### src/hdl/pwr_pkg.sv
package pwr_pkg;

    // ------------------------------------------------------------
    // Register map (byte addresses)
    // ------------------------------------------------------------
    localparam int ADDR_W = 12;
    localparam logic [11:0] ADDR_POWER_CTRL = 12'hf80;
    localparam logic [11:0] ADDR_RESET_CAUSE = 12'hff0;

    // ------------------------------------------------------------
    // Field positions and values
    // ------------------------------------------------------------
    localparam int BIT_POR = 7;
    localparam int BIT_STOP = 6;
    localparam int BIT_WDT = 5;
    localparam int BIT_EXT = 4;
    localparam int BIT_BO_DIS = 4;
    localparam int BIT_ADC_DIS = 2;
    localparam int BIT_COMP_DIS = 1;
    localparam logic [7:0] POWER_CTRL_RESET = 8'h80;
    localparam logic [3:0] FLAGS_POR = 4'h8;
    localparam logic [3:0] FLAGS_EXT = 4'h1;
    localparam logic [3:0] FLAGS_WDT_RST = 4'h2;
    localparam logic [3:0] FLAGS_SMR_GPIO = 4'h4;
    localparam logic [3:0] FLAGS_SMR_WDT = 4'h6;
    localparam logic [3:0] FLAGS_CLEAR = 4'h0;
    localparam logic [3:0] RESERVED_READ = 4'h0;

    // ------------------------------------------------------------
    // Power modes, one-hot
    // ------------------------------------------------------------
    typedef enum logic [2:0] {
        MODE_ACTIVE = 3'b001,
        MODE_HALT = 3'b010,
        MODE_STOP = 3'b100
    } mode_t;

    // Inputs from outside the clock domain, as one group
    typedef struct packed {
        logic brownout_reset;
        logic watchdog_timeout;
        logic gpio_wake;
        logic debug_pin;
        logic reset_pin_n;
    } async_in_t;

    localparam int ASYNC_W = 5;
    localparam logic [4:0] ASYNC_IDLE = 5'h03;

endpackage

### src/hdl/level_sync.sv
`timescale 1ns/10ps
// Two-stage synchroniser with edge detection on the settled level
module level_sync #(
    parameter int WIDTH = 1,
    parameter logic [WIDTH-1:0] IDLE = '0
) (
    input wire logic clk,
    input wire logic rst_n,
    input wire logic [WIDTH-1:0] async_in,
    output logic [WIDTH-1:0] level,
    output logic [WIDTH-1:0] rise,
    output logic [WIDTH-1:0] fall
);
    logic [WIDTH-1:0] meta;
    logic [WIDTH-1:0] last;

    initial
    begin
        if (WIDTH < 1)
        begin
            $error("level_sync: WIDTH must be at least 1");
        end
    end

    // Capture chain; only the second stage reads the first
    always_ff @(posedge clk or negedge rst_n)
    begin
        if (!rst_n)
        begin
            meta <= IDLE;
            level <= IDLE;
            last <= IDLE;
        end
        else
        begin
            meta <= async_in;
            level <= meta;
            last <= level;
        end
    end

    assign rise = level & ~last;
    assign fall = ~level & last;
endmodule // level_sync

### src/hdl/periph_gate.sv
`timescale 1ns/10ps
// Clock gate enable for one peripheral
module periph_gate (
    input wire logic clk,
    input wire logic rst_n,
    input wire logic disable_bit,
    input wire logic in_stop,
    output logic gate_en
);
    // Off when disabled by software or when the device is in stop
    always_ff @(posedge clk or negedge rst_n)
    begin
        if (!rst_n)
        begin
            gate_en <= 1'b0;
        end
        else
        begin
            gate_en <= ~disable_bit & ~in_stop;
        end
    end
endmodule // periph_gate

### src/hdl/reset_power_ctrl.sv
`timescale 1ns/10ps
module reset_power_ctrl
    import pwr_pkg::*;
(
    input wire logic pclk,
    input wire logic presetn,
    input wire logic psel,
    input wire logic penable,
    input wire logic pwrite,
    input wire logic [ADDR_W-1:0] paddr,
    input wire logic [31:0] pwdata,
    input wire logic [3:0] pstrb,
    output logic [31:0] prdata,
    output logic pready,
    output logic pslverr,
    input wire logic cpu_stop_exec,
    input wire logic cpu_halt_exec,
    input wire logic irq_pending,
    input wire logic debugger_reset_req,
    input wire logic wdt_reset_mode,
    input wire logic wdt_enable,
    input wire logic wdt_osc_enable,
    input wire logic brownout_option,
    input wire logic brownout_stop_option,
    input wire async_in_t pins_in,
    output mode_t power_mode,
    output logic cpu_run,
    output logic sys_clk_en,
    output logic osc_en,
    output logic crystal_pins_release,
    output logic wdt_osc_run,
    output logic wdt_logic_run,
    output logic brownout_active,
    output logic adc_clk_en,
    output logic comp_clk_en,
    output logic system_reset,
    output logic [7:0] watchdog_control,
    output logic watchdog_control_wr
);

    // ------------------------------------------------------------
    // Synchronised pins and events
    // ------------------------------------------------------------
    logic [ASYNC_W-1:0] pin_level;
    logic [ASYNC_W-1:0] pin_rise;
    logic [ASYNC_W-1:0] pin_fall;
    async_in_t lvl;
    async_in_t up;
    async_in_t down;

    level_sync #(
        .WIDTH(ASYNC_W),
        .IDLE(ASYNC_IDLE)
    ) u_sync (
        .clk(pclk),
        .rst_n(presetn),
        .async_in(pins_in),
        .level(pin_level),
        .rise(pin_rise),
        .fall(pin_fall)
    );

    assign lvl = pin_level;
    assign up = pin_rise;
    assign down = pin_fall;

    // Event decode
    logic in_stop;
    logic in_halt;
    logic ev_ext_reset;
    logic ev_debug_low;
    logic ev_wdt;
    logic ev_gpio;
    logic ev_brownout;
    logic ev_dbg_req;
    logic smr_wdt;
    logic smr_gpio;
    logic wdt_sys_reset;
    logic wdt_irq_only;
    logic any_sys_reset;

    assign in_stop = (power_mode == MODE_STOP);
    assign in_halt = (power_mode == MODE_HALT);
    assign ev_ext_reset = down.reset_pin_n;
    assign ev_debug_low = down.debug_pin & in_stop;
    assign ev_wdt = up.watchdog_timeout & wdt_enable;
    assign ev_gpio = up.gpio_wake & in_stop;
    assign ev_brownout = up.brownout_reset;
    assign ev_dbg_req = debugger_reset_req;
    assign smr_wdt = ev_wdt & in_stop;
    assign smr_gpio = ev_gpio & ~ev_wdt;
    assign wdt_sys_reset = ev_wdt & ~in_stop & wdt_reset_mode;
    assign wdt_irq_only = ev_wdt & ~in_stop & ~wdt_reset_mode;
    assign any_sys_reset = ev_ext_reset | ev_debug_low | ev_brownout
                         | ev_dbg_req | wdt_sys_reset;

    // ------------------------------------------------------------
    // APB slave
    // ------------------------------------------------------------
    logic bus_access;
    logic bus_done;
    logic hit_power;
    logic hit_cause;
    logic rd_cause_done;

    assign bus_access = psel & penable;
    assign bus_done = bus_access & pready;
    assign hit_power = (paddr == ADDR_POWER_CTRL);
    assign hit_cause = (paddr == ADDR_RESET_CAUSE);
    assign rd_cause_done = bus_done & ~pwrite & hit_cause;

    logic [7:0] power_ctrl;
    logic [3:0] cause_flags;

    // One wait state; answer held for one cycle
    always_ff @(posedge pclk or negedge presetn)
    begin
        if (!presetn)
        begin
            pready <= 1'b0;
            pslverr <= 1'b0;
            prdata <= '0;
        end
        else if (bus_access && !pready)
        begin
            pready <= 1'b1;
            pslverr <= ~(hit_power | hit_cause);
            prdata <= '0;
            if (!pwrite && hit_power)
            begin
                prdata <= {24'h000000, power_ctrl};
            end
            else if (!pwrite && hit_cause)
            begin
                // Flags as held before this read
                prdata <= {24'h000000, cause_flags, RESERVED_READ};
            end
        end
        else
        begin
            pready <= 1'b0;
            pslverr <= 1'b0;
        end
    end

    // Writes at the shared address go to watchdog control
    always_ff @(posedge pclk or negedge presetn)
    begin
        if (!presetn)
        begin
            watchdog_control <= '0;
            watchdog_control_wr <= 1'b0;
        end
        else
        begin
            watchdog_control_wr <= 1'b0;
            if (bus_done && pwrite && hit_cause && pstrb[0])
            begin
                watchdog_control <= pwdata[7:0];
                watchdog_control_wr <= 1'b1;
            end
        end
    end

    // ------------------------------------------------------------
    // Peripheral power control register
    // ------------------------------------------------------------
    // Only presetn and brown-out reach it; other resets leave it
    always_ff @(posedge pclk or negedge presetn)
    begin
        if (!presetn)
        begin
            power_ctrl <= POWER_CTRL_RESET;
        end
        else if (ev_brownout)
        begin
            power_ctrl <= POWER_CTRL_RESET;
        end
        else if (bus_done && pwrite && hit_power && pstrb[0])
        begin
            // Reserved bits stored as written
            power_ctrl <= pwdata[7:0];
        end
    end

    // ------------------------------------------------------------
    // Reset cause flags
    // ------------------------------------------------------------
    logic [3:0] next_cause_flags;

    // Events in the clearing cycle override the read clear; one in the wait cycle is cleared unread
    always_comb
    begin
        next_cause_flags = cause_flags;
        if (rd_cause_done)
        begin
            next_cause_flags = FLAGS_CLEAR;
        end
        if (ev_brownout || ev_dbg_req || ev_debug_low)
        begin
            next_cause_flags = FLAGS_POR;
        end
        else if (ev_ext_reset)
        begin
            next_cause_flags = FLAGS_EXT;
        end
        else if (smr_wdt)
        begin
            next_cause_flags = FLAGS_SMR_WDT;
        end
        else if (smr_gpio)
        begin
            next_cause_flags = FLAGS_SMR_GPIO;
        end
        else if (wdt_sys_reset)
        begin
            next_cause_flags = FLAGS_WDT_RST;
        end
        else if (wdt_irq_only)
        begin
            // Watchdog set, power-on and stop cleared
            next_cause_flags[BIT_WDT-4] = 1'b1;
            next_cause_flags[BIT_STOP-4] = 1'b0;
            next_cause_flags[BIT_POR-4] = 1'b0;
        end
    end

    // Power-on leaves only the power-on flag
    always_ff @(posedge pclk or negedge presetn)
    begin
        if (!presetn)
        begin
            cause_flags <= FLAGS_POR;
        end
        else
        begin
            cause_flags <= next_cause_flags;
        end
    end

    // ------------------------------------------------------------
    // Power mode sequencer
    // ------------------------------------------------------------
    mode_t next_mode;
    logic halt_exit;
    logic stop_exit;

    assign halt_exit = irq_pending | ev_wdt | any_sys_reset;
    assign stop_exit = smr_wdt | ev_gpio | ev_ext_reset | ev_debug_low
                     | ev_brownout;

    always_comb
    begin
        next_mode = power_mode;
        unique case (power_mode)
            MODE_ACTIVE:
            begin
                if (any_sys_reset)
                begin
                    next_mode = MODE_ACTIVE;
                end
                else if (cpu_stop_exec)
                begin
                    next_mode = MODE_STOP;
                end
                else if (cpu_halt_exec)
                begin
                    next_mode = MODE_HALT;
                end
            end
            MODE_HALT:
            begin
                if (halt_exit)
                begin
                    next_mode = MODE_ACTIVE;
                end
            end
            MODE_STOP:
            begin
                if (stop_exit)
                begin
                    next_mode = MODE_ACTIVE;
                end
            end
            default:
            begin
                next_mode = MODE_ACTIVE;
            end
        endcase
    end

    always_ff @(posedge pclk or negedge presetn)
    begin
        if (!presetn)
        begin
            power_mode <= MODE_ACTIVE;
        end
        else
        begin
            power_mode <= next_mode;
        end
    end

    // ------------------------------------------------------------
    // Clock, oscillator and analog enables
    // ------------------------------------------------------------
    logic next_stop;
    logic next_halt;

    assign next_stop = (next_mode == MODE_STOP);
    assign next_halt = (next_mode == MODE_HALT);

    // Derived from the coming mode so outputs track it from the first edge after reset
    always_ff @(posedge pclk or negedge presetn)
    begin
        if (!presetn)
        begin
            cpu_run <= 1'b0;
            sys_clk_en <= 1'b0;
            osc_en <= 1'b0;
            crystal_pins_release <= 1'b0;
            wdt_osc_run <= 1'b0;
            wdt_logic_run <= 1'b0;
            brownout_active <= 1'b0;
            system_reset <= 1'b0;
        end
        else
        begin
            cpu_run <= ~next_stop & ~next_halt;
            sys_clk_en <= ~next_stop;
            osc_en <= ~next_stop;
            crystal_pins_release <= next_stop;
            wdt_osc_run <= wdt_osc_enable;
            wdt_logic_run <= wdt_enable;
            // Both the option and the register must enable it
            brownout_active <= brownout_option & ~power_ctrl[BIT_BO_DIS]
                             & (~next_stop | brownout_stop_option);
            system_reset <= any_sys_reset;
        end
    end

    // Analog peripheral gates
    periph_gate u_adc_gate (
        .clk(pclk),
        .rst_n(presetn),
        .disable_bit(power_ctrl[BIT_ADC_DIS]),
        .in_stop(next_stop),
        .gate_en(adc_clk_en)
    );

    periph_gate u_comp_gate (
        .clk(pclk),
        .rst_n(presetn),
        .disable_bit(power_ctrl[BIT_COMP_DIS]),
        .in_stop(next_stop),
        .gate_en(comp_clk_en)
    );

endmodule // reset_power_ctrl

### config.mk
export PLATFORM = sky130hd
export DESIGN_NAME = reset_power_ctrl
export DESIGN_NICKNAME = d
export VERILOG_FILES = /design/src/hdl/pwr_pkg.sv /design/src/hdl/level_sync.sv /design/src/hdl/periph_gate.sv /design/src/hdl/reset_power_ctrl.sv
export SDC_FILE = /design/constraint.sdc
export NUM_CORES = 1
export LEC_CHECK = 0
export BUFFER_PORTS_ARGS = -buffer_cell sky130_fd_sc_hd__buf_4
export CORE_MARGIN = 2
export CORE_UTILIZATION = 40
export DETAILED_ROUTE_END_ITERATION = 10
export GPL_TIMING_DRIVEN = 0
export PLACE_DENSITY = 0.81
export SETUP_SLACK_MARGIN = 0.05
export SLEW_MARGIN = 25
export SYNTH_ARGS = -nofsm -noshare
export SYNTH_HDL_FRONTEND = slang
export SYNTH_SLANG_ARGS = --single-unit
### constraint.sdc
create_clock -name pclk -period 1.99 [get_ports pclk]
set_clock_uncertainty 0.15 [all_clocks]
set_input_delay 0.0995 -clock pclk [delete_from_list [all_inputs] [get_ports pclk]]
set_output_delay 0.0995 -clock pclk [all_outputs]
set_load 0.01 [all_outputs]
### After elaboration in Yosys (flattened, before gate mapping)

Index checks and enable logic that the tools add are counted.
Widths: inputs -> output; s select.

| storage, ports and cells | value |
|---|---|
| register bits | 82 |
| input bits | 67 |
| word-level logic and storage cells | 107 |

| cells by class | value |
|---|---|
| equality and inequality tests | 7 |
| multiplexer cells | 21 |
| bitwise gates (word level) | 43 |
| reduce and logical (&&, ||, !) cells | 15 |

Operator list:

| cell | number |
|---|---|
| $mux 32 | 1 |
| $eq 12x12->1 const B | 2 |
| $mux 8 | 3 |
| $mux 3 | 7 |
| $mux 4 | 5 |
| $and 1x1->1 | 17 |
| $or 1x1->1 | 12 |
| $not 1->1 | 10 |
| $pmux 3 s3 | 1 |
| $logic_and 1x1->1 | 8 |
| $reduce_bool 7->1 | 1 |
| $eq 3x2->1 const B | 2 |
| $eq 3x3->1 const B | 2 |
| $reduce_bool 6->1 | 1 |
| $and 5x5->5 | 1 |
| $not 5->5 | 1 |
| $mux 1 | 4 |
| $eq 3x1->1 const B | 1 |
| $and 2x2->2 | 1 |
| $logic_not 1->1 | 2 |
| $logic_or 1x1->1 | 2 |
| $not 2->2 | 1 |
| $reduce_bool 2->1 | 1 |

### Logic depth before layout (Yosys ltp)

Gate-level depths: netlist of the first run.

| logic depth | value |
|---|---|
| depth after elaboration | 14 |
| gate-level depth with buffers | 5 |

### By module

A second synthesis of the first run with hierarchy kept.

| unflattened totals | value |
|---|---|
| cells, all modules | 213 |
| area total of the unflattened synthesis | 2592.5 um2 |

Modules (own cells, without submodules):

| module | instances | cells each | area an instance (um2) |
|---|---|---|---|
| reset_power_ctrl | 1 | 184 | 2064.5 |
| level_sync | 1 | 25 | 470.5 |
| periph_gate | 2 | 2 | 28.8 |

### Worst setup path before layout of the first run

OpenSTA, ideal clock, no wires.

| path | value |
|---|---|
| path kind | reg2reg |
| from | register power_mode[1] |
| to | register crystal_pins_release |
| data arrival time | 1581 ps |
| data required time | 1713 ps |
| setup slack | 132 ps |
| cell stages (with the launch flop) | 5 |
| path buffers | 0 |
| cell sequence | dfrtp_1 > or3b_1 > o2111a_1 > and4_4 > or2_2 |

| on the way | value |
|---|---|
| cells in the longest elaborated chain, start to end | 10 |
| elaborated cells between the ends (all ways) | 25 |
| classes of those cells | 4 x eq/ne; 6 x mux; 15 x bitwise |

RTL lines:

| element | line | text |
|---|---|---|
| start: declaration | reset_power_ctrl.sv:26 | `output mode_t power_mode,` |
| start signal: assignment | reset_power_ctrl.sv:300 | `power_mode <= next_mode;` |
| $eq 3x3->1 | reset_power_ctrl.sv:82, reset_power_ctrl.sv:255 |  |
| $and 1x1->1 | reset_power_ctrl.sv:85 | `assign ev_debug_low = down.debug_pin & in_stop;` |
| $or 1x1->1 (2 in series) | reset_power_ctrl.sv:94 | `assign any_sys_reset = ev_ext_reset \| ev_debug_low \| ev_brownout` |
| $or 1x1->1 (2 in series) | reset_power_ctrl.sv:95 | `\| ev_dbg_req \| wdt_sys_reset;` |
| $or 1x1->1 | reset_power_ctrl.sv:248 | `assign halt_exit = irq_pending \| ev_wdt \| any_sys_reset;` |
| $mux 3 | reset_power_ctrl.sv:273 | `if (halt_exit)` |
| $pmux 3 s3 (*) | reset_power_ctrl.sv:255 | `unique case (power_mode)` |
| $eq 3x3->1 (*) | reset_power_ctrl.sv:310 | `assign next_stop = (next_mode == MODE_STOP);` |
| via next_stop | reset_power_ctrl.sv:307 | `logic next_stop;` |
| end signal: assignment | reset_power_ctrl.sv:332 | `crystal_pins_release <= next_stop;` |
| end: declaration | reset_power_ctrl.sv:30 | `output logic crystal_pins_release,` |

The timed path passes the listed nets; every way through them passes the cells marked *.
A chain may end at the register's enable or synchronous reset.

### Final worst setup path of the first run

Same ends and word-level chain as after synthesis.

==> metrics.md, run 1 <==
| Metric | Value |
|---|---|
| Worst Setup End Kind | `register` |
| Final period util | `95.6%` |
| DP Area | `0.00318 sq mm` |
| Clock Latency Late Sink | `0.34 ns` |
| Setup CP Type | `register to register` |
| Routed WL | `5830 um` |
| Mapped Area | `between 0.002 and 0.0025 sq mm` |
| Synth Instances | `about 200` |
| Netlist cell types | `45` |
| Die Y | `82.6 um` |
| Reg clk slew, reported paths | `~0.07 ns` |
| Req. time, crit path | `2.06 ns` |
| Yosys top cell area share | `49.6%` |
| Grt ovf | `0` |
| CP startpoint kind | `register` |
| Design area | `0.00364 sq mm` |
| Final ANT Viol Nets | `0` |
| Number of synthesized register bits | `58` |
| Seq pwr share | `46.9%` |
| Worst reg2reg path depth | `4` |
| Synth top area cells | `dfrtp_1, dfstp_2, buf_4` |
| Post-synth top flop | `dfrtp_1` |
| Peak VDD IR | `~0.00048 V` |
| Drt first pass iters | `4` |
| Share of cells above drive strength 1 | `44.4%` |
| Bufs on Longest Clock Path | `2` |
| Worst path slowest cell | `or3b_4` |
| Ys Warns | `0` |
| Pwr Total | `2.73 mW` |
| Syn Area/Cell | `12.6 sq um` |
| Root Buffer | `clkbuf_8` |
| Switching power | `roughly 700 uW` |
| Hold Vio Cnt, Final | `0` |
| Clk sinks | `58` |
| Buffers plus inverters on the worst setup path | `0` |
| Final GP Congestion | `0.803` |
| Residual DRC | `0` |
| CP max stage delay | `0.44 ns` |
| R2r endpoint | `crystal_pins_release` |
| Worst Tran Pin Value | `0.702 ns` |
| Max-cap check violation count | `0` |
| Worst slew margin | `53.2%` |
| Post-synth top cells | `dfrtp_1, buf_4, a22o_1` |
| Synth area leader | `dfrtp_1` |
| Top delay family on crit path | `simple AND/OR/NAND/NOR gates` |
| P_int | `2.02 mW` |
| Critical-path cell list | `or3b_4 -> o2111a_2 -> and4_4 -> or2_2` |
| Hold WS | `0.0150 ns` |
| Site Rows | `28` |
| R2R Setup Slk | `0.09 ns` |
| Hold endpoint | `prdata[2]` |
| Core footprint | `between 0.005 and 0.006 sq mm` |
| Clock power frac | `38.5%` |
| # diodes | `0` |
| Leak | `1.83 nW` |
| DR iter-0 viols | `128` |
| Comb pwr share | `between 10% and 20%` |
| Ys async rst share | `between 90% and 100%` |
| Most frequent cell after synthesis | `dfrtp_1` |
| Worst path arrival time | `1.97 ns` |
| PD cells | `749 mW/mm^2` |
| Initial antenna violation count | `0` |
| Worst hold path cell count | `3` |
| Initial core utilization | `41.5%` |
| Ports | `123` |
| Post-Route Setup TNS | `0 ns` |
| Place WS | `around 0.066 ns` |
| Reg2reg start | `power_mode[1]` |
| RSZ-0062 raised after global routing | `yes` |
| Final net count | `391` |
| Fin crit period | `1.90 ns` |
| Die Width | `82.6 um` |
| Setup ws final | `0.0877 ns` |
| Register area share after synthesis | `between 50% and 60%` |
| HPWL after detailed placement | `3960 um` |
| Via Count | `1974` |
| Number of H-tree levels | `3` |
| Global-route wire length before repair | `approximately 8700 um` |
| Via density per instance | `approximately 4.9` |
| GRT Total Usage | `17.7%` |
| Largest net degree at the start of global routing | `59` |
| Status | `finished, final reports clean` |
| Fmax | `526 MHz` |
| Area grow syn2layout | `47.2%` |
| Final Setup Violations | `0` |
| CTS tree | `done` |
| Tightest Hold Check Type | `input port to register` |
| Fin. max-slew vios | `0` |
| Port buffer count | `71` |
| Die ar. | `0.00682 sq mm` |
| Post-synth EDFFs | `0` |
| WL/cell | `14.4 um` |
| Hold path startpoint | `pwrite` |
| Switching share of power | `25.7%` |
| CP max FO | `5` |
| TritonCTS buffer count | `9` |
| Number of global-route vias before repair | `between 1500 and 2000` |
-- layout by cell type, fill, tap and decap left out, types with 4 or more instances in the layout --
cell type	n
a221o_1	4
a22o_1	11
inv_1	7
nor2_1	8
clkbuf_8	9
nand3_1	4
dfstp_2	9
a21oi_1	5
and2_1	4
o21ai_0	6
dfrtp_1	48
dlygate4sd3_1	22
nor2b_1	4
conb_1	24
buf_4	97
nand2_1	4
mux2_4	8
clkinvlp_4	4
or2_2	4
-- kinds of logic (layout without fill, tap and decap cells) --
kind of cell / count (synthesis) / in the layout / share of synthesized area (%)
buf+inv: 36 / 146 / 9.57
mux: 8 / 8 / 4.86
simple gates: 55 / 55 / 14.4
flops: 58 / 58 / 59.2
other cells: 1 / 24 / 0.152
compound gates: 38 / 38 / 11.8
-- repair_timing --
item,CTS,global route
pin swaps,0,1
setup endpoints to repair,3,12
resized for setup,2,7
endpoints found under the hold margin,81,0
hold buffers,22,0
gates cloned,0,0
buffers inserted,0,1
-- how the worst max path moves through the flow --
stage               slack (ns)                   end       startpoint  cells past startpoint
finish                    0.09  crystal_pins_release    power_mode[1]                      4
global route              0.05               cpu_run  u_sync.level[3]                      5
CTS                       0.06         power_mode[2]    power_mode[1]                      4
detailed placement        0.07         power_mode[2]    power_mode[1]                      4
global placement          0.08  crystal_pins_release    power_mode[1]                      4
floorplan                 0.13  crystal_pins_release    power_mode[1]                      4
-- per-stage QoR --
step | instances | utilization [%]
after floorplan | 219 | -
after global placement | 365 | 53.4
after detailed placement | 365 | 53.4
after CTS | 403 | 60.5
after global routing | 404 | 61.1
final | 404 | 61.1
-- registers in the layout, summed over array words and instances (netlist names) --
| register | flops |
|---|---|
| osc_en | 1 |
| u_sync.last | 5 |
| wdt_logic_run | 1 |
| watchdog_control_wr | 1 |
| power_mode | 3 |
| u_sync.meta | 5 |
| watchdog_control | 8 |
| power_ctrl | 8 |
| brownout_active | 1 |
| system_reset | 1 |
| pready | 1 |
| pslverr | 1 |
| u_comp_gate.gate_en | 1 |
| cause_flags | 4 |
| wdt_osc_run | 1 |
| cpu_run | 1 |
| u_sync.level | 5 |
| crystal_pins_release | 1 |
| u_adc_gate.gate_en | 1 |
| prdata | 8 |
-- tightest hold or removal path, cell delays in order --
cell	delay (ns)
buf_4	0.10
nor3_2	0.08
a22o_1	0.18
-- routing by layer --
layer / vias to the layer above / wire length (um) / track usage, %
met2: 94 / 2960 / 28.6
met1: 956 / 2310 / 21.7
met4: 0 / 89 / 5.74
met3: 12 / 469 / 7.17
met5: - / 0 / 0
li1: 912 / - / -
-- power by group through the flow --
stage / Combinational [mW] / Sequential (mW) / Clock (mW)
floorplan: 0.159 / 1.31 / 0
global placement: 0.338 / 1.29 / 0
detailed placement: 0.349 / 1.30 / 0
CTS: 0.388 / 1.27 / 1.07
global route: 0.433 / 1.28 / 1.14
finish: 0.397 / 1.28 / 1.05
-- cell type report --
cell class | instances | area (sq um)
Multi-Input combinational cell | 125 | 887
Sequential cell | 58 | 1460
Clock inverter | 7 | 70.1
Fill cell | 491 | 2320
Inverter | 7 | 26.3
Clock buffer | 9 | 124
Tap cell | 75 | 93.8
Buffer | 29 | 210
Timing Repair Buffer | 94 | 761
No activity file was read; power rests on OpenSTA's default activity.
==> run 2, diff against run 1 <==
--- a/config.mk
+++ b/config.mk
@@ -5,7 +5,7 @@
 export SDC_FILE = /design/constraint.sdc
 export NUM_CORES = 1
 export LEC_CHECK = 0
-export BUFFER_PORTS_ARGS = -buffer_cell sky130_fd_sc_hd__buf_4
+export BUFFER_PORTS_ARGS = -buffer_cell sky130_fd_sc_hd__buf_2
 export CORE_MARGIN = 2
 export CORE_UTILIZATION = 40
 export DETAILED_ROUTE_END_ITERATION = 10
==> run 2 against run 1 <==
- setup slack better by 0.0010 ns
- design area down 4.3%
- combinational power decreased by 11%
- sequential power barely moved
- critical path depth stayed put
- largest cell class unchanged
- cell count grew 0.50%
- core utilization fell by 2.6 points
- via count shrank 2.3%
- non-clock buffer count up 2
==> metrics.md, run 2 (synthesis results as in run 1) <==
| Metric | Value |
|---|---|
| Clk sinks | `58 (unchanged)` |
| # diodes | `0 (unchanged)` |
| Initial core utilization | `41.5% (unchanged)` |
| DR iter-0 viols | `139 (+8.6%)` |
| Number of H-tree levels | `3 (unchanged)` |
| Drt first pass iters | `4 (unchanged)` |
| Hold Vio Cnt, Final | `0 (unchanged)` |
| Fin crit period | `1.90 ns (-0.00102 ns)` |
| TritonCTS buffer count | `9 (unchanged)` |
| Initial antenna violation count | `0 (unchanged)` |
| Ports | `123 (unchanged)` |
| Tightest Hold Check Type | `input port to register` |
| Worst path arrival time | `1.96 ns (about the same)` |
| Residual DRC | `0 (unchanged)` |
| RSZ-0062 raised after global routing | `yes` |
| Via density per instance | `4.75 (-2.8%)` |
| Post-Route Setup TNS | `0 ns (unchanged)` |
| Final GP Congestion | `0.812 (+1.1%)` |
| Leak | `1.82 nW (-0.42%)` |
| Worst Tran Pin Value | `0.710 ns (+0.00794 ns)` |
| Req. time, crit path | `2.05 ns (about the same)` |
| Global-route wire length before repair | `8300 um (-5.1%)` |
| Fmax | `526 MHz (about the same)` |
| CP startpoint kind | `register` |
| Die Width | `82.6 um (unchanged)` |
| Max-cap check violation count | `0 (unchanged)` |
| Routed WL | `5630 um (-3.4%)` |
| Status | `finished, final reports clean` |
| PD cells | `808 mW/mm^2 (+7.9%)` |
| Final ANT Viol Nets | `0 (unchanged)` |
| Site Rows | `28 (unchanged)` |
| Final Setup Violations | `0 (unchanged)` |
| Setup CP Type | `register to register` |
| Grt ovf | `0 (unchanged)` |
| Commonest cells after routing, fill and taps aside | `buf_2, dfrtp_1, buf_4` |
| CTS tree | `done` |
| HPWL after detailed placement | `3820 um (-3.5%)` |
| Reg clk slew, reported paths | `0.07 ns (about the same)` |
| Die Y | `82.6 um (unchanged)` |
| Critical-path cell list | `or3b_4 -> o2111a_2 -> and4_4 -> or2_2` |
| CP max FO | `5 (unchanged)` |
| Largest net degree at the start of global routing | `59 (unchanged)` |
| Worst slew margin | `52.7% (-0.53 points)` |
| Top Registers | `power_ctrl x8, prdata x8, watchdog_control x8` |
| Pwr Total | `2.81 mW (+3.3%)` |
| Fillers | `484 (-1.4%)` |
| Via Count | `1928 (-2.3%)` |
| Worst path slowest cell | `dfrtp_1` |
| Top delay family on crit path | `simple AND/OR/NAND/NOR gates` |
| Worst Setup End Kind | `register` |
| Final period util | `95.5% (about the same)` |
| Buffers plus inverters on the worst setup path | `0 (unchanged)` |
| Bufs on Longest Clock Path | `2 (unchanged)` |
| Share of cells above drive strength 1 | `43.2% (-1.2 points)` |
| WL/cell | `13.9 um (-3.9%)` |
| Core footprint | `0.00596 sq mm (unchanged)` |
| GRT Total Usage | `17.1% (-0.69 points)` |
| Area grow syn2layout | `40.9%` |
| Commonest non-fill, non-tap cell in the layout | `buf_2` |
| CP max stage delay | `0.43 ns (about the same)` |
| Root Buffer | `clkbuf_8` |
| Clock Latency Late Sink | `0.33 ns (about the same)` |
| Number of global-route vias before repair | `1751 (-3.8%)` |
| Fin. max-slew vios | `0 (unchanged)` |
| Peak VDD IR | `0.000481 V (+0.18%)` |
| R2R Setup Slk | `0.09 ns (about the same)` |
| Port buffer count | `71 (unchanged)` |
| Die ar. | `0.00682 sq mm (unchanged)` |
| Final net count | `393 (+0.51%)` |
==> run 2: path summary, 6_finish.rpt <==
check                                    start  cells after the start              endpoint
worst min-delay path                  paddr[7]                      3               pslverr
min in group asynchronous              presetn                      2        u_sync.last[3]
worst max-delay path             power_mode[1]                      4  crystal_pins_release
worst max register to register   power_mode[1]                      4  crystal_pins_release
max in group asynchronous              presetn                      2             prdata[7]
worst min register to register  u_sync.meta[2]                      0       u_sync.level[2]
==> run 2: worst reg2reg max path, delay by kind of cell, from the launching register on <==
family,cells,cell delay (ns)
AND/OR/NAND/NOR,3,0.89
flip-flops,1,0.43
AO/OA/AOI/OAI,1,0.32
==> run 2: what timing repair did <==
item,in CTS,in global routing
buffers inserted,0,2
hold buffers,23,0
endpoints found under the hold margin,81,0
setup endpoints to repair,0,4
gates resized for setup,0,3
==> run 2: layer usage <==
metal	vias up	track usage [%]	part of all wire, %
met5	-	0	0
met4	0	8.36	2.6
met3	13	4.57	6.8
met2	89	27.7	49
met1	910	21.1	42
li1	916	-	-
==> run 2: cell type report <==
cell class	instances	area, sq um	share of cell area (%)
clock buffers	10	138	3.95
flip-flops and latches	58	1460	42.0
inverters	7	26.3	0.755
well taps	75	93.8	2.70
plain buffers	29	210	6.04
repair buffers	96	603	17.3
clock inverters	6	80.1	2.30
multi-input cells	125	867	24.9
==> run 2: power by group <==
group / total, mW / switching [mW] / internal, mW
Combinational: 0.355 / 0.184 / 0.171
Clock: 1.19 / 0.457 / 0.729
Sequential: 1.27 / 0.0277 / 1.24
==> run 2: per-stage QoR <==
| step | instances | area, sq um | utilization [%] | worst slack [ns] | hold slack, ns |
|---|---|---|---|---|---|
| 2_1_floorplan | 219 | 2560 | - | 0.132 | -0.346 |
| 3_3_place_gp | 365 | 3010 | 50.5 | 0.0805 | 0.0558 |
| 3_5_place_dp | 365 | 3010 | 50.5 | 0.0728 | 0.0552 |
| 4_1_cts | 404 | 3460 | 58.0 | 0.0550 | 0.0294 |
| 5_1_grt | 406 | 3480 | 58.4 | 0.0440 | 0.0565 |
| 6_report | 406 | 3480 | 58.4 | 0.0887 | 0.0457 |
==> run 3, diff against run 2 <==
==> constraint.sdc (replaced) <==
create_clock -name pclk -period 2.2 [get_ports pclk]
set_clock_uncertainty 0.15 [all_clocks]
set_input_delay 0.11 -clock pclk [delete_from_list [all_inputs] [get_ports pclk]]
set_output_delay 0.11 -clock pclk [all_outputs]
set_load 0.01 [all_outputs]
==> run 3 against run 2 <==
- flip-flop and latch count unchanged
- sequential share of layout area up 0.40 points
- combinational power down 10%
- total power down 9.6%
- count of clock-buffer cells in the layout unchanged
- routed wire length up 0.20%
- largest cell class unchanged
- critical path type unchanged
- largest power group unchanged
==> metrics.md, run 3 (synthesis results as in run 1) <==
| Metric | Value |
|---|---|
| Routed WL | `5640 um (+0.20%)` |
| Largest net degree at the start of global routing | `59 (unchanged)` |
| Final ANT Viol Nets | `0 (unchanged)` |
| Site Rows | `28 (unchanged)` |
| Final net count | `390 (-0.76%)` |
| Ports | `123 (unchanged)` |
| CTS tree | `done` |
| Port buffer count | `71 (unchanged)` |
| Fin. max-slew vios | `0 (unchanged)` |
| Fin crit period | `2.00 ns (+0.0975 ns)` |
| Worst slew margin | `52.4% (-0.23 points)` |
| CP max FO | `7 (+2)` |
| Worst Tran Pin Value | `0.714 ns (+0.00351 ns)` |
| Drt first pass iters | `4 (unchanged)` |
| Global-route wire length before repair | `8340 um (+0.42%)` |
| Place WS | `0.283 ns (+0.210 ns)` |
| RSZ-0062 raised after global routing | `no` |
| Setup ws final | `0.201 ns (+0.112 ns)` |
| Final Setup Violations | `0 (unchanged)` |
| Number of global-route vias before repair | `1743 (-0.46%)` |
| Post-CTS setup buffer count | `0 (unchanged)` |
| Setup CP Type | `register to register` |
| Fmax | `500 MHz (-4.9%)` |
| Max-cap check violation count | `0 (unchanged)` |
| Root Buffer | `clkbuf_8` |
| Via density per instance | `4.77 (+0.48%)` |
| Status | `finished, final reports clean` |
| Residual DRC | `0 (unchanged)` |
| GRT Total Usage | `17.2% (+0.16 points)` |
| PD cells | `738 mW/mm^2 (-8.7%)` |
| Clock Latency Late Sink | `0.34 ns (about the same)` |
| Grt ovf | `0 (unchanged)` |
| Peak VDD IR | `0.000437 V (-9.2%)` |
| Die Y | `82.6 um (unchanged)` |
| Post-route insts no fill | `403 (-0.74%)` |
| Die Width | `82.6 um (unchanged)` |
| Reg clk slew, reported paths | `0.06 ns (about the same)` |
| Top Registers | `power_ctrl x8, prdata x8, watchdog_control x8` |
| Die ar. | `0.00682 sq mm (unchanged)` |
| Number of H-tree levels | `3 (unchanged)` |
| TritonCTS buffer count | `9 (unchanged)` |
| Commonest cells after routing, fill and taps aside | `buf_2, dfrtp_1, buf_4` |
| Worst path arrival time | `2.08 ns (+0.12 ns)` |
| Final period util | `90.9% (-4.7 points)` |
| CP startpoint kind | `register` |
| Area grow syn2layout | `39.6%` |
| Leak | `1.81 nW (-1.0%)` |
| Initial antenna violation count | `0 (unchanged)` |
| # diodes | `0 (unchanged)` |
| Pwr Total | `2.54 mW (-9.6%)` |
| WL/cell | `14.0 um (+0.94%)` |
| Bufs on Longest Clock Path | `2 (unchanged)` |
| Post-Route Setup TNS | `0 ns (unchanged)` |
| Final core occ | `57.9% (-0.55 points)` |
| Core footprint | `0.00596 sq mm (unchanged)` |
| Worst Setup End Kind | `register` |
| Clk sinks | `58 (unchanged)` |
| Placed cells | `365 (unchanged)` |
| Commonest non-fill, non-tap cell in the layout | `buf_2` |
| Req. time, crit path | `2.28 ns (+0.23 ns)` |
| Final GP Congestion | `0.812 (unchanged)` |
| Share of cells above drive strength 1 | `42.7% (-0.52 points)` |
| Tightest Hold Check Type | `input port to register` |
| HPWL after detailed placement | `3820 um (unchanged)` |
| Initial core utilization | `41.5% (unchanged)` |
| Via Count | `1923 (-0.26%)` |
| Fillers | `487 (+0.62%)` |
| Hold Vio Cnt, Final | `0 (unchanged)` |
| DR iter-0 viols | `118 (-15%)` |
run 3: cell count changes in the layout (fill, tap and decap cells not counted):
cell           delta
nor2b_1           -1
nor3_4            -1
nor3_2            +1
o2111a_2          -1
or3b_4            -1
dlygate4sd3_1     -1
buf_4             -2
or3b_1            +1
o2111a_1          +1
nor2b_2           +1
run 3: path summary, 6_finish.rpt:
path | endpoint | cells past startpoint | slack [ns] | start
max in group asynchronous | prdata[7] | 2 | 1.20 | presetn
min in group asynchronous | wdt_logic_run | 2 | 0.23 | presetn
worst min-delay path | pslverr | 3 | 0.02 | paddr[1]
worst max-delay path | power_mode[1] | 6 | 0.20 | u_sync.last[3]
worst min register to register | u_sync.level[2] | 0 | 0.20 | u_sync.meta[2]
worst max register to register | power_mode[1] | 6 | 0.20 | u_sync.last[3]
run 3: where the power goes:
group | switching (mW) | total (mW) | internal (mW)
Sequential | 0.0259 | 1.15 | 1.13
Clock | 0.415 | 1.08 | 0.660
Combinational | 0.165 | 0.318 | 0.153
Total | 0.606 | 2.54 | 1.94
run 3: repair_timing:
item	4_1_cts	5_1_grt
gates resized for setup	0	1
hold endpoints to repair	80	0
hold buffers	22	0
setup endpoints to repair	0	1
run 3: worst max-delay path: stages, from the launching register on:
cell	delay (ns)
dfrtp_1	0.38
and3b_1	0.20
clkbuf_1	0.26
nor2_1	0.10
a32oi_1	0.19
dlygate4sd3_1	0.58
nor2_1	0.05
run 3: per-layer routing:
| layer | wire, um | track usage, % | up-vias |
|---|---|---|---|
| met5 | 0 | 0 | - |
| met4 | 121 | 8.36 | 0 |
| met3 | 376 | 4.57 | 10 |
| met2 | 2800 | 28.5 | 90 |
| met1 | 2340 | 20.8 | 910 |
| li1 | - | - | 913 |
run 3: cell type report:
cell class / count / area [sq um] / area share [%]
timing repair buffer: 93 / 578 / 16.8
multi-input combinational: 125 / 860 / 24.9
clock inverter: 6 / 80.1 / 2.32
clock buffer: 10 / 138 / 3.99
sequential: 58 / 1460 / 42.4
inverter: 7 / 26.3 / 0.762
buffer: 29 / 210 / 6.10
tap: 75 / 93.8 / 2.72
run 3: metrics by stage:
step / instance area [sq um] / hold WS (ns)
floorplan: 2560 / -0.336
global placement: 3010 / 0.0663
detailed placement: 3010 / 0.0657
CTS: 3450 / 0.00199
global route: 3450 / 0.0176
finish: 3450 / 0.0183
